`src/rtl/uds_regs.svh`:
```
/*
 * Constants of the descriptor source: descriptor lengths, type codes,
 * field values, EEPROM pointer word addresses and field positions.
 * Assumes inclusion by bare name from the rtl/ directory.
 */
`ifndef UDS_REGS_SVH
`define UDS_REGS_SVH

// descriptor type codes
`define UDS_TYPE_ENDPOINT 8'h05
`define UDS_TYPE_STRING 8'h03

// interrupt IN endpoint descriptor
`define UDS_EP3_LEN 8'h07
`define UDS_EP3_ADDR 8'h83
`define UDS_EP3_NUM_LSB 0
`define UDS_EP3_NUM_MSB 3
`define UDS_EP3_DIR_BIT 7
`define UDS_EP3_ATTR 8'h03
`define UDS_EP3_MPS 16'h0008
`define UDS_EP3_INTERVAL 8'h01

// byte offsets inside the endpoint and string descriptors
`define UDS_OFS_LEN 8'h00
`define UDS_OFS_TYPE 8'h01
`define UDS_OFS_ADDR 8'h02
`define UDS_OFS_ATTR 8'h03
`define UDS_OFS_MPS_LO 8'h04
`define UDS_OFS_MPS_HI 8'h05
`define UDS_OFS_INTERVAL 8'h06
`define UDS_OFS_BODY 8'h02

// language table string
`define UDS_STR0_LEN 8'h04
`define UDS_LANGID 16'h0409

// fallback strings when no EEPROM is fitted
`define UDS_STR1_LEN 8'h04
`define UDS_STR1_CHAR 16'h0020
`define UDS_STR3_LEN 8'h04
`define UDS_STR3_CHAR 16'h0031
`define UDS_STR2_LEN 8'h10
`define UDS_STR2_NCHAR 7
`define UDS_STR2_C0 16'h0055
`define UDS_STR2_C1 16'h0053
`define UDS_STR2_C2 16'h0042
`define UDS_STR2_C3 16'h0020
`define UDS_STR2_C4 16'h0045
`define UDS_STR2_C5 16'h0074
`define UDS_STR2_C6 16'h0068

// EEPROM pointer word addresses
`define UDS_PTR_MFG 8'h08
`define UDS_PTR_PROD 8'h09
`define UDS_PTR_SER 8'h0A

`endif

```
`src/rtl/uds_pkg.sv`:
```
/*
 * Types of the descriptor source: descriptor selector and state codes.
 * Assumes nothing beyond a SystemVerilog compiler.
 */
package uds_pkg;

    typedef enum logic [2:0] {
        UDS_SEL_EP3,
        UDS_SEL_STR0,
        UDS_SEL_STR1,
        UDS_SEL_STR2,
        UDS_SEL_STR3
    } uds_sel_t;

    typedef enum {
        UDS_ST_IDLE,
        UDS_ST_ANSWER,
        UDS_ST_EEWAIT
    } uds_main_st_t;

    typedef enum {
        UDS_RD_IDLE,
        UDS_RD_PTR,
        UDS_RD_DATA
    } uds_rd_st_t;

endpackage

```
`src/rtl/uds_eep_if.sv`:
```
/*
 * Carrier between the descriptor source and its EEPROM string reader.
 * Assumes both ends run on the same clock.
 */
`timescale 1ns/10ps
interface uds_eep_if;
    logic start;
    logic [1:0] str_id;
    logic [7:0] byte_idx;
    logic done;
    logic [7:0] byte_val;

    modport src (output start, output str_id, output byte_idx,
                 input done, input byte_val);
    modport rdr (input start, input str_id, input byte_idx,
                 output done, output byte_val);
endinterface

```
`src/rtl/uds_descriptor_source.sv`:
```
/*
 * Descriptor byte source for enumeration: interrupt IN endpoint
 * descriptor, language string and the three strings, the latter read
 * from an EEPROM when one is fitted, else from fixed fallbacks.
 * Assumes a request side and an EEPROM word reader on CLK; the EEPROM
 * presence strap is an asynchronous pin.
 */
`timescale 1ns/10ps
`include "uds_regs.svh"
module uds_descriptor_source (
    input wire logic CLK,
    input wire logic RESETN,
    input wire logic EE_PRESENT,
    input wire logic REQ,
    input wire uds_pkg::uds_sel_t SEL,
    input wire logic [7:0] INDEX,
    output logic BUSY,
    output logic ACK,
    output logic [7:0] DATA,
    output logic PAST_END,
    output logic EE_RD_REQ,
    output logic [7:0] EE_ADDR,
    input wire logic EE_RD_ACK,
    input wire logic [15:0] EE_RD_DATA
);
    import uds_pkg::*;

    uds_main_st_t state_q;
    uds_main_st_t state_d;
    logic ee_meta_q;
    logic ee_sync_q;
    logic ack_q;
    logic [7:0] data_q;
    logic past_q;
    logic start_q;
    logic [1:0] str_q;
    logic [7:0] idx_q;

    uds_eep_if eep ();

    logic [15:0] prod_char [`UDS_STR2_NCHAR];
    logic [7:0] body_ofs_w;
    logic [7:0] char_idx_w;
    logic [15:0] prod_word_w;
    logic [7:0] fixed_byte_w;
    logic [7:0] fixed_len_w;
    logic fixed_past_w;
    logic sel_string_w;
    logic use_eeprom_w;
    logic sel_valid_w;

    // fallback product characters, one per UTF-16 code unit
    assign prod_char[0] = `UDS_STR2_C0;
    assign prod_char[1] = `UDS_STR2_C1;
    assign prod_char[2] = `UDS_STR2_C2;
    assign prod_char[3] = `UDS_STR2_C3;
    assign prod_char[4] = `UDS_STR2_C4;
    assign prod_char[5] = `UDS_STR2_C5;
    assign prod_char[6] = `UDS_STR2_C6;

    assign body_ofs_w = INDEX - `UDS_OFS_BODY;
    assign char_idx_w = {1'b0, body_ofs_w[7:1]};
    assign prod_word_w = (char_idx_w < 8'(`UDS_STR2_NCHAR))
                         ? prod_char[char_idx_w[2:0]] : 16'h0000;

    assign sel_valid_w = (SEL == UDS_SEL_EP3) || (SEL == UDS_SEL_STR0) ||
                         (SEL == UDS_SEL_STR1) || (SEL == UDS_SEL_STR2) ||
                         (SEL == UDS_SEL_STR3);
    assign sel_string_w = (SEL == UDS_SEL_STR1) || (SEL == UDS_SEL_STR2) ||
                          (SEL == UDS_SEL_STR3);
    // string zero never goes to the EEPROM
    assign use_eeprom_w = sel_string_w && ee_sync_q;

    always_comb begin
        fixed_len_w = 8'h00;
        unique case (SEL)
            UDS_SEL_EP3: fixed_len_w = `UDS_EP3_LEN;
            UDS_SEL_STR0: fixed_len_w = `UDS_STR0_LEN;
            UDS_SEL_STR1: fixed_len_w = `UDS_STR1_LEN;
            UDS_SEL_STR2: fixed_len_w = `UDS_STR2_LEN;
            UDS_SEL_STR3: fixed_len_w = `UDS_STR3_LEN;
            default: fixed_len_w = 8'h00;
        endcase
    end

    assign fixed_past_w = !sel_valid_w || (INDEX >= fixed_len_w);

    // endpoint bytes, low byte of the packet size first
    function automatic logic [7:0] ep3_byte(input logic [7:0] i);
        logic [7:0] b;
        b = 8'h00;
        unique case (i)
            `UDS_OFS_LEN: b = `UDS_EP3_LEN;
            `UDS_OFS_TYPE: b = `UDS_TYPE_ENDPOINT;
            `UDS_OFS_ADDR: b = `UDS_EP3_ADDR;
            `UDS_OFS_ATTR: b = `UDS_EP3_ATTR;
            `UDS_OFS_MPS_LO: b = 8'(`UDS_EP3_MPS);
            `UDS_OFS_MPS_HI: b = 8'(`UDS_EP3_MPS >> 8);
            `UDS_OFS_INTERVAL: b = `UDS_EP3_INTERVAL;
            default: b = 8'h00;
        endcase
        return b;
    endfunction

    // two-byte-body string: length, type, body low, body high
    function automatic logic [7:0] short_str(input logic [7:0] len,
                                              input logic [15:0] body,
                                              input logic [7:0] i);
        logic [7:0] b;
        b = 8'h00;
        unique case (i)
            8'h00: b = len;
            8'h01: b = `UDS_TYPE_STRING;
            8'h02: b = body[7:0];
            8'h03: b = body[15:8];
            default: b = 8'h00;
        endcase
        return b;
    endfunction

    always_comb begin
        fixed_byte_w = 8'h00;
        unique case (SEL)
            UDS_SEL_EP3: fixed_byte_w = ep3_byte(INDEX);
            UDS_SEL_STR0:
                fixed_byte_w = short_str(`UDS_STR0_LEN, `UDS_LANGID,
                                         INDEX);
            UDS_SEL_STR1:
                fixed_byte_w = short_str(`UDS_STR1_LEN, `UDS_STR1_CHAR,
                                         INDEX);
            UDS_SEL_STR3:
                fixed_byte_w = short_str(`UDS_STR3_LEN, `UDS_STR3_CHAR,
                                         INDEX);
            UDS_SEL_STR2: begin
                if (INDEX == `UDS_OFS_LEN) begin
                    fixed_byte_w = `UDS_STR2_LEN;
                end else if (INDEX == `UDS_OFS_TYPE) begin
                    fixed_byte_w = `UDS_TYPE_STRING;
                end else if (INDEX < `UDS_STR2_LEN) begin
                    fixed_byte_w = body_ofs_w[0] ? prod_word_w[15:8]
                                                 : prod_word_w[7:0];
                end else begin
                    fixed_byte_w = 8'h00;
                end
            end
            default: fixed_byte_w = 8'h00;
        endcase
    end

    // request handshake: one outstanding request at a time
    always_comb begin
        state_d = state_q;
        unique case (state_q)
            UDS_ST_IDLE: begin
                if (REQ) begin
                    state_d = use_eeprom_w ? UDS_ST_EEWAIT : UDS_ST_ANSWER;
                end
            end
            UDS_ST_ANSWER: state_d = UDS_ST_IDLE;
            UDS_ST_EEWAIT: begin
                if (eep.done) begin
                    state_d = UDS_ST_IDLE;
                end
            end
        endcase
    end

    assign BUSY = (state_q != UDS_ST_IDLE);
    assign ACK = ack_q;
    assign DATA = data_q;
    assign PAST_END = past_q;

    assign eep.start = start_q;
    assign eep.str_id = str_q;
    assign eep.byte_idx = idx_q;

    // strap may change at any time; it is only looked at when a request
    // is taken, so a change mid-string mixes sources
    always_ff @(posedge CLK) begin
        if (!RESETN) begin
            ee_meta_q <= 1'b0;
            ee_sync_q <= 1'b0;
        end else begin
            ee_meta_q <= EE_PRESENT;
            ee_sync_q <= ee_meta_q;
        end
    end

    always_ff @(posedge CLK) begin
        if (!RESETN) begin
            state_q <= UDS_ST_IDLE;
        end else begin
            state_q <= state_d;
        end
    end

    always_ff @(posedge CLK) begin
        if (!RESETN) begin
            start_q <= 1'b0;
            str_q <= 2'h0;
            idx_q <= 8'h00;
        end else begin
            start_q <= (state_q == UDS_ST_IDLE) && REQ && use_eeprom_w;
            if ((state_q == UDS_ST_IDLE) && REQ) begin
                str_q <= SEL[1:0];
                idx_q <= INDEX;
            end
        end
    end

    // EEPROM strings carry their own length, so no end check there
    always_ff @(posedge CLK) begin
        if (!RESETN) begin
            ack_q <= 1'b0;
            data_q <= 8'h00;
            past_q <= 1'b0;
        end else begin
            ack_q <= 1'b0;
            if ((state_q == UDS_ST_IDLE) && REQ && !use_eeprom_w) begin
                ack_q <= 1'b1;
                data_q <= fixed_byte_w;
                past_q <= fixed_past_w;
            end else if ((state_q == UDS_ST_EEWAIT) && eep.done) begin
                ack_q <= 1'b1;
                data_q <= eep.byte_val;
                past_q <= 1'b0;
            end
        end
    end

    uds_eep_reader u_reader (
        .clk(CLK),
        .resetn(RESETN),
        .req(eep),
        .ee_rd_req(EE_RD_REQ),
        .ee_addr(EE_ADDR),
        .ee_rd_ack(EE_RD_ACK),
        .ee_rd_data(EE_RD_DATA)
    );
endmodule

```
`src/rtl/uds_eep_reader.sv`:
```
/*
 * Fetches one byte of an EEPROM string: reads the pointer word, then the
 * word holding the byte. Assumes an EEPROM word reader on the same clock
 * answering each held request with a one-cycle acknowledge.
 */
`timescale 1ns/10ps
`include "uds_regs.svh"
module uds_eep_reader (
    input wire logic clk,
    input wire logic resetn,
    uds_eep_if.rdr req,
    output logic ee_rd_req,
    output logic [7:0] ee_addr,
    input wire logic ee_rd_ack,
    input wire logic [15:0] ee_rd_data
);
    import uds_pkg::*;

    uds_rd_st_t state_q;
    logic [7:0] addr_q;
    logic [7:0] idx_q;
    logic done_q;
    logic [7:0] byte_q;
    logic [7:0] ptr_w;
    logic [7:0] word_addr_w;

    // selector low bits: 2 maker (word 8), 3 product (9), 0 serial (10)
    assign ptr_w = (req.str_id == 2'h2) ? `UDS_PTR_MFG :
                   (req.str_id == 2'h3) ? `UDS_PTR_PROD :
                   `UDS_PTR_SER;
    // byte k sits in word ptr+k/2, low byte first
    assign word_addr_w = ee_rd_data[7:0] + {1'b0, idx_q[7:1]};

    assign ee_rd_req = (state_q != UDS_RD_IDLE);
    assign ee_addr = addr_q;
    assign req.done = done_q;
    assign req.byte_val = byte_q;

    always_ff @(posedge clk) begin
        if (!resetn) begin
            state_q <= UDS_RD_IDLE;
            addr_q <= 8'h00;
            idx_q <= 8'h00;
            done_q <= 1'b0;
            byte_q <= 8'h00;
        end else begin
            done_q <= 1'b0;
            unique case (state_q)
                UDS_RD_IDLE: begin
                    if (req.start) begin
                        addr_q <= ptr_w;
                        idx_q <= req.byte_idx;
                        state_q <= UDS_RD_PTR;
                    end
                end
                UDS_RD_PTR: begin
                    if (ee_rd_ack) begin
                        addr_q <= word_addr_w;
                        state_q <= UDS_RD_DATA;
                    end
                end
                UDS_RD_DATA: begin
                    if (ee_rd_ack) begin
                        byte_q <= idx_q[0] ? ee_rd_data[15:8]
                                           : ee_rd_data[7:0];
                        done_q <= 1'b1;
                        state_q <= UDS_RD_IDLE;
                    end
                end
            endcase
        end
    end
endmodule

```
`config.mk`:
```
export PLATFORM = sky130hd
export DESIGN_NAME = uds_descriptor_source
export DESIGN_NICKNAME = d
export VERILOG_FILES = /design/src/rtl/uds_pkg.sv /design/src/rtl/uds_eep_if.sv /design/src/rtl/uds_descriptor_source.sv /design/src/rtl/uds_eep_reader.sv
export VERILOG_INCLUDE_DIRS = /design/src /design/src/rtl
export SDC_FILE = /design/constraint.sdc
export NUM_CORES = 1
export LEC_CHECK = 0
export ABC_AREA = 0
export BUFFER_PORTS_ARGS = -buffer_cell sky130_fd_sc_hd__buf_4
export CORE_ASPECT_RATIO = 1.25
export CORE_MARGIN = 1
export CORE_UTILIZATION = 52
export CTS_BUF_LIST = sky130_fd_sc_hd__clkbuf_4
export CTS_CLUSTER_SIZE = 10
export DETAILED_ROUTE_END_ITERATION = 16
export PLACE_DENSITY = 0.78
export SETUP_SLACK_MARGIN = 0.1
export SYNTH_ARGS = -nofsm -noshare
export SYNTH_HDL_FRONTEND = slang
export SYNTH_SLANG_ARGS = --single-unit
```
`constraint.sdc`:
```
create_clock -name CLK -period 1.7 [get_ports CLK]
set_input_delay 0 -clock CLK [delete_from_list [all_inputs] [get_ports CLK]]
set_output_delay 0 -clock CLK [all_outputs]
set_load 0.005 [all_outputs]
```
---- Word-level counts from Yosys, hierarchy flattened ----
Memory sizes are Yosys's and may differ from the RTL's.
Cells that the tools add are included.
storage, ports and cells
  register bits ........................... 112
  bits in read-only memories .............. 128
  input bits .............................. 32
  output and inout port bits .............. 20
  memories ................................ 1
memory list
  name              depth  bits a word  rd ports  clocked after Yosys merged registers in  write ports  RTL line                     text
  (name not given)  8      16           1         0                                        0            uds_descriptor_source.sv:64  ? prod_char[char_idx_w[2:0]] : 16'h0000;
cells by class
  $add $sub $neg .......................... 2
  order comparisons ....................... 4
  equal/unequal tests ..................... 21
  muxes and demuxes ....................... 34
  bitwise logic cells ..................... 1
  reductions and logical operators ........ 31
operators with widths
  kind                 count
  $pmux 32 s3          2
  $mux 32              5
  $logic_not 32->1     3
  $mux 8               10
  $eq 32x1->1 const B  2
  $eq 32x2->1 const B  2
  $reduce_bool 32->1   2
  $mux 16              3
  $pmux 8 s6           1
  $pmux 8 s5           1
  $pmux 6 s3           2
  $eq 32x3->1 const B  1
  $eq 8x2->1 const B   2
  $eq 8x3->1 const B   2
  $pmux 8 s2           1
  $pmux 5 s3           1
  $pmux 4 s3           1
  $add 8x7->8          1
  $eq 8x1->1 const B   1
  $ge 8x8->1           1
  $logic_not 8->1      1
  $lt 8x5->1 const B   1
  $ne 2x2->1 const B   4
  $reduce_and 2->1     4
  other kinds (19)     39

---- Logic depth before layout (Yosys ltp) ----
  depth after elaboration ................. 12
  mapped depth ............................ 9
  depth with buffers taken out ............ 8

---- Modules after synthesis ----
From an unflattened synthesis, not the netlist that was laid out.
second synthesis, totals
  cell total of the unflattened synthesis .. 365
  area total of the unflattened synthesis .. 3,078.0 µm²
modules (own cells, without submodules)
  module                 times used  cells each  area each (µm²)  seq. area each (µm²)
  uds_descriptor_source  1           203         1,610.3          500.5
  uds_eep_reader         1           162         1,467.7          540.5

---- Worst setup path after synthesis ----
No wires, ideal clock.
  path type ............................... input to register
  start point ............................. in INDEX[1]
  end point ............................... reg data_q[2] (netlist: DATA[2])
  library setup time ...................... 0.101 ns
  arrival time ............................ 1.832 ns
  slack ................................... -0.233 ns
  stages on the path ...................... 8
  buffers on the path ..................... 2
  path through ............................ clkbuf_1 > inv_1 > ha_1 > ha_1 > clkbuf_1 > a311o_2 > o32a_1 > o41ai_1
between the ends
  cells in the longest elaborated chain, start to end .. 12
  elaborated cells on any way between the ends .. 25
  classes of those cells .................. add/sub: 1; order compare: 2; eq/ne: 5; mux: 13; bitwise: 1; reduce/logical: 2; memory: 1
RTL lines
  item                                         RTL line                      text
  start: declaration                           uds_descriptor_source.sv:16   input wire logic [7:0] INDEX,
  $sub 8x2->8 (no source line)                 n/a
  $not 3->4 (implied by the code)              uds_descriptor_source.sv:64
  $mem_v2 8x16                                 n/a
  $mux 16 (implied by the code) (2 in series)  uds_descriptor_source.sv:64
  $mux 16                                      uds_descriptor_source.sv:63   assign prod_word_w = (char_idx_w < 8'(`UDS_STR2_NCHAR))
  $mux 8                                       uds_descriptor_source.sv:140  fixed_byte_w = body_ofs_w[0] ? prod_word_w[15:8]
  $mux 8                                       uds_descriptor_source.sv:139  end else if (INDEX < `UDS_STR2_LEN) begin
  $mux 8                                       uds_descriptor_source.sv:137  end else if (INDEX == `UDS_OFS_TYPE) begin
  $mux 8                                       uds_descriptor_source.sv:135  if (INDEX == `UDS_OFS_LEN) begin
  $pmux 8 s5 *                                 uds_descriptor_source.sv:123  unique case (SEL)
  $mux 8 *                                     uds_descriptor_source.sv:219  if ((state_q == UDS_ST_IDLE) && REQ && !use_eeprom_w) begin
  end signal: assignment                       uds_descriptor_source.sv:221  data_q <= fixed_byte_w;
  end signal: assignment                       uds_descriptor_source.sv:225  data_q <= eep.byte_val;
  end: declaration                             uds_descriptor_source.sv:33   logic [7:0] data_q;
Every way passes the cells marked *; elsewhere a longest branch is shown, timed or not. The select of a mux whose other input is x is not followed.
A chain may end at the register's enable or synchronous reset.

---- Worst setup path after layout ----
  start point ............................. reg state_q[0]
  end point ............................... reg data_q[1] (netlist: DATA[1])
between the ends
  cells in the longest elaborated chain, start to end .. 4
  elaborated cells on any way between the ends .. 7
  classes of those cells .................. eq/ne: 1; mux: 1; reduce/logical: 5
RTL lines
  item                                         RTL line                      text
  start: declaration                           uds_descriptor_source.sv:28   uds_main_st_t state_q;
  start signal: assignment                     uds_descriptor_source.sv:193  state_q <= state_d;
  $logic_not 32->1                             uds_descriptor_source.sv:219
  $logic_and 1x1->1 (2 in series)              uds_descriptor_source.sv:219
  $mux 8 or $reduce_bool 2->1 (tied branches)  n/a
Parallel ways exist; a longest one is shown, timed or not.

==> flow_metrics.env <==
export IMPL_place_congestion=0.896
export IMPL_multi_input_area_sq_mm=0.00186
export IMPL_grt_max_degree=37
export IMPL_crit_path_top_delay_cell="dfxtp_2"
export IMPL_die_area_sq_mm=0.00592
export IMPL_powerDensity_mw_per_mm2=745
export IMPL_mostFrequentLayoutCell="buf_4"
export IMPL_io_pins=52
export IMPL_fp_dieH_microns=85.8
export IMPL_max_freq_ghz=0.627
export IMPL_instances_no_fill=526
export IMPL_cts_clk_slew_worst_paths_ns=0.15
export IMPL_max_cap_violations=0
export IMPL_final_seq_area_sq_mm=0.00105
export IMPL_synth_main_ff_cell="dfxtp_1"
export IMPL_critPathArrivalTime_ns=1.93
export IMPL_grt_antenna_before_repair=0
export IMPL_via_per_inst=5.82
export IMPL_fp_coreArea_sq_mm=0.00541
export IMPL_tightest_slew_ns=0.529
export IMPL_peakVddDrop_uv=655
export IMPL_postRouteAntennaNets=0
export IMPL_hold_viol_final=1
export IMPL_avgSynthCellArea_sq_um=8.04
export IMPL_area_delta_synth_final_pct=39.4
export IMPL_gr_usage_all_layers=0.294
export IMPL_drt_total_wl_microns=8580
export IMPL_ys_ff_latch=52
export IMPL_first_pass_iters=5
export IMPL_port_buffers=51
export IMPL_cts_buffers=5
export IMPL_max_stage_delay_ns=0.35
export IMPL_cts_buffer_depth=2
export IMPL_mostFrequentLayoutCells="buf_4, dfxtp_1, nand2_1, a21oi_1, nor2_1"
export IMPL_timing_hold_ws_ns=-0.0430
export IMPL_drt_iter0_markers=190
export IMPL_diodes=0
export IMPL_crit_path_cell_trace="inv_2, ha_4, nand2_4, buf_4, a311o_1, nand2_1, a2bb2oi_1, o211a_1"
export IMPL_rsz0062_at_grt="true"
export IMPL_status="complete, but fails checks"
export IMPL_violations="hold timing"
export IMPL_syn_inst=363
export IMPL_hold_path_class="input pin to flop"
export IMPL_nNetsFinal=515
export IMPL_async_flop_share=0
export IMPL_post_synth_num_cell_types=51
export IMPL_drive_above_1_share=0.307
export IMPL_insertion_delay_ns=0.38
export IMPL_htree_num_levels=2
export IMPL_floorplan_rows=30
export IMPL_power_leakage_nw=1.72
export IMPL_period_share=0.938
export IMPL_start_util=0.540
export IMPL_setup_viol=0
export IMPL_placed_cells=495
export IMPL_crit_path_start_kind="flop"
export IMPL_hold_buffers=18
export IMPL_yosys_warnings=0
export IMPL_fin_crit_ns=1.60
export IMPL_dieWidth_microns=69
export IMPL_drv_slew=0
export IMPL_fillerInstances=410
export IMPL_synth_fp_nets=417
export IMPL_cts_tree="done"
export IMPL_vias=3061
export IMPL_grt_overflow=0
export IMPL_p_total_mw=3.03
export IMPL_cts_sinks=52
export IMPL_cp_end_kind="flop"
export IMPL_drc_errors=0
export IMPL_grt_first_pass_wirelength_microns=13800
export IMPL_hpwl_microns=5880
export IMPL_cp_top_family="compound AO/OA/AOI/OAI gates"
export IMPL_cp_required_ns=2.03
export IMPL_synth_edff_count=0
export IMPL_netlist_area_sq_mm=0.00292
export IMPL_clock_skew_ns=0.0150
export IMPL_critPathKind="flop to flop"
export IMPL_crit_buf_inv=2
export IMPL_slew_headroom=0.647
export IMPL_routedWlPerCell_microns=16.3
export IMPL_yosysSeqAreaShare=0.357
export IMPL_ctsRootBufferMaster="clkbuf_4"
export IMPL_worst_path_max_fanout=4
export IMPL_grt_pass1_vias=2987
## cell families (layout without fill, tap and decap cells)
group / after synthesis / count (layout) / share of synthesized area
buffers and inverters: 40 / 138 / 0.0515
and+or+nand+nor: 125 / 125 / 0.200
xor gates and xnor gates: 8 / 8 / 0.0240
adders and majority gates: 23 / 23 / 0.100
muxes: 14 / 14 / 0.0485
AOI/OAI and AO/OA: 101 / 102 / 0.219
DFF: 52 / 52 / 0.357
## final cells by class
type	count	share of cell area
multi-input cells	272	0.458
flip-flops and latches	52	0.257
repair buffers	111	0.216
clock inverters	3	0.0221
well taps	64	0.0197
inverters	19	0.0175
clock buffers	5	0.00923
## state kept, by name (all words and copies together) (netlist names), 2 cells and up
signal,flops
u_reader.ee_addr,8
u_reader.state_q,2
u_reader.req.byte_val,8
u_reader.idx_q,8
eep.str_id,2
eep.byte_idx,8
state_q,2
DATA,8
## where the power goes
part	total, mW	switching, mW	internal, mW	leakage, nW
Sequential	1.31	0.0353	1.28	0.425
Clock	0.995	0.389	0.606	0.0654
Combinational	0.721	0.367	0.354	1.23
Total	3.03	0.791	2.24	1.72
## tightest hold or removal path, delay by kind of cell
kind	cells	cell delay [ns]
and+or+nand+nor	1	0.07
buffers and inverters	1	0.17
AOI/OAI and AO/OA	1	0.05
## timing repair
item,CTS,global route
pin swaps,7,7
cloned,1,0
endpoints found under the setup margin,9,14
endpoints found under the hold margin,18,1
gates resized for setup,17,23
buffers inserted,2,2
## metrics by stage
stage               area (sq um)   util  setup TNS, ns  setup WS (ns)
floorplan                   2940      -         -0.126        -0.0932
global placement            3600  0.666          -1.04         -0.227
detailed placement          3600  0.666          -1.27         -0.250
CTS                         3990  0.738              0         0.0536
global route                4070  0.753              0        0.00777
finish                      4070  0.753              0          0.105
## synthesized netlist by cell type, types with 11 or more instances
master,count,share of area
a211oi_1,12,0.031
a21oi_1,39,0.067
clkbuf_1,19,0.024
dfxtp_1,52,0.36
ha_1,21,0.090
inv_1,18,0.023
mux2i_1,13,0.045
nand2_1,42,0.054
nand3_1,18,0.031
nor2_1,28,0.036
nor3_1,11,0.019
o21ai_0,18,0.031
## path summary, 6_finish.rpt
check             cells past startpoint  slack [ns]             to  startpoint
setup / recovery                      8        0.10        DATA[1]  state_q[0]
hold / removal                        3       -0.04  eep.str_id[0]      SEL[0]
setup reg to reg                      8        0.10        DATA[1]  state_q[0]
hold reg to reg                       1        0.46      ee_sync_q   ee_meta_q
## layer usage
layer,track usage,part of all wire,vias to the layer above
li1,-,-,1494
met5,0,0,-
met3,0.0423,0.044,33
met2,0.538,0.52,120
met1,0.316,0.39,1414
met4,0.182,0.047,0
(Power assumes the default switching activity.)
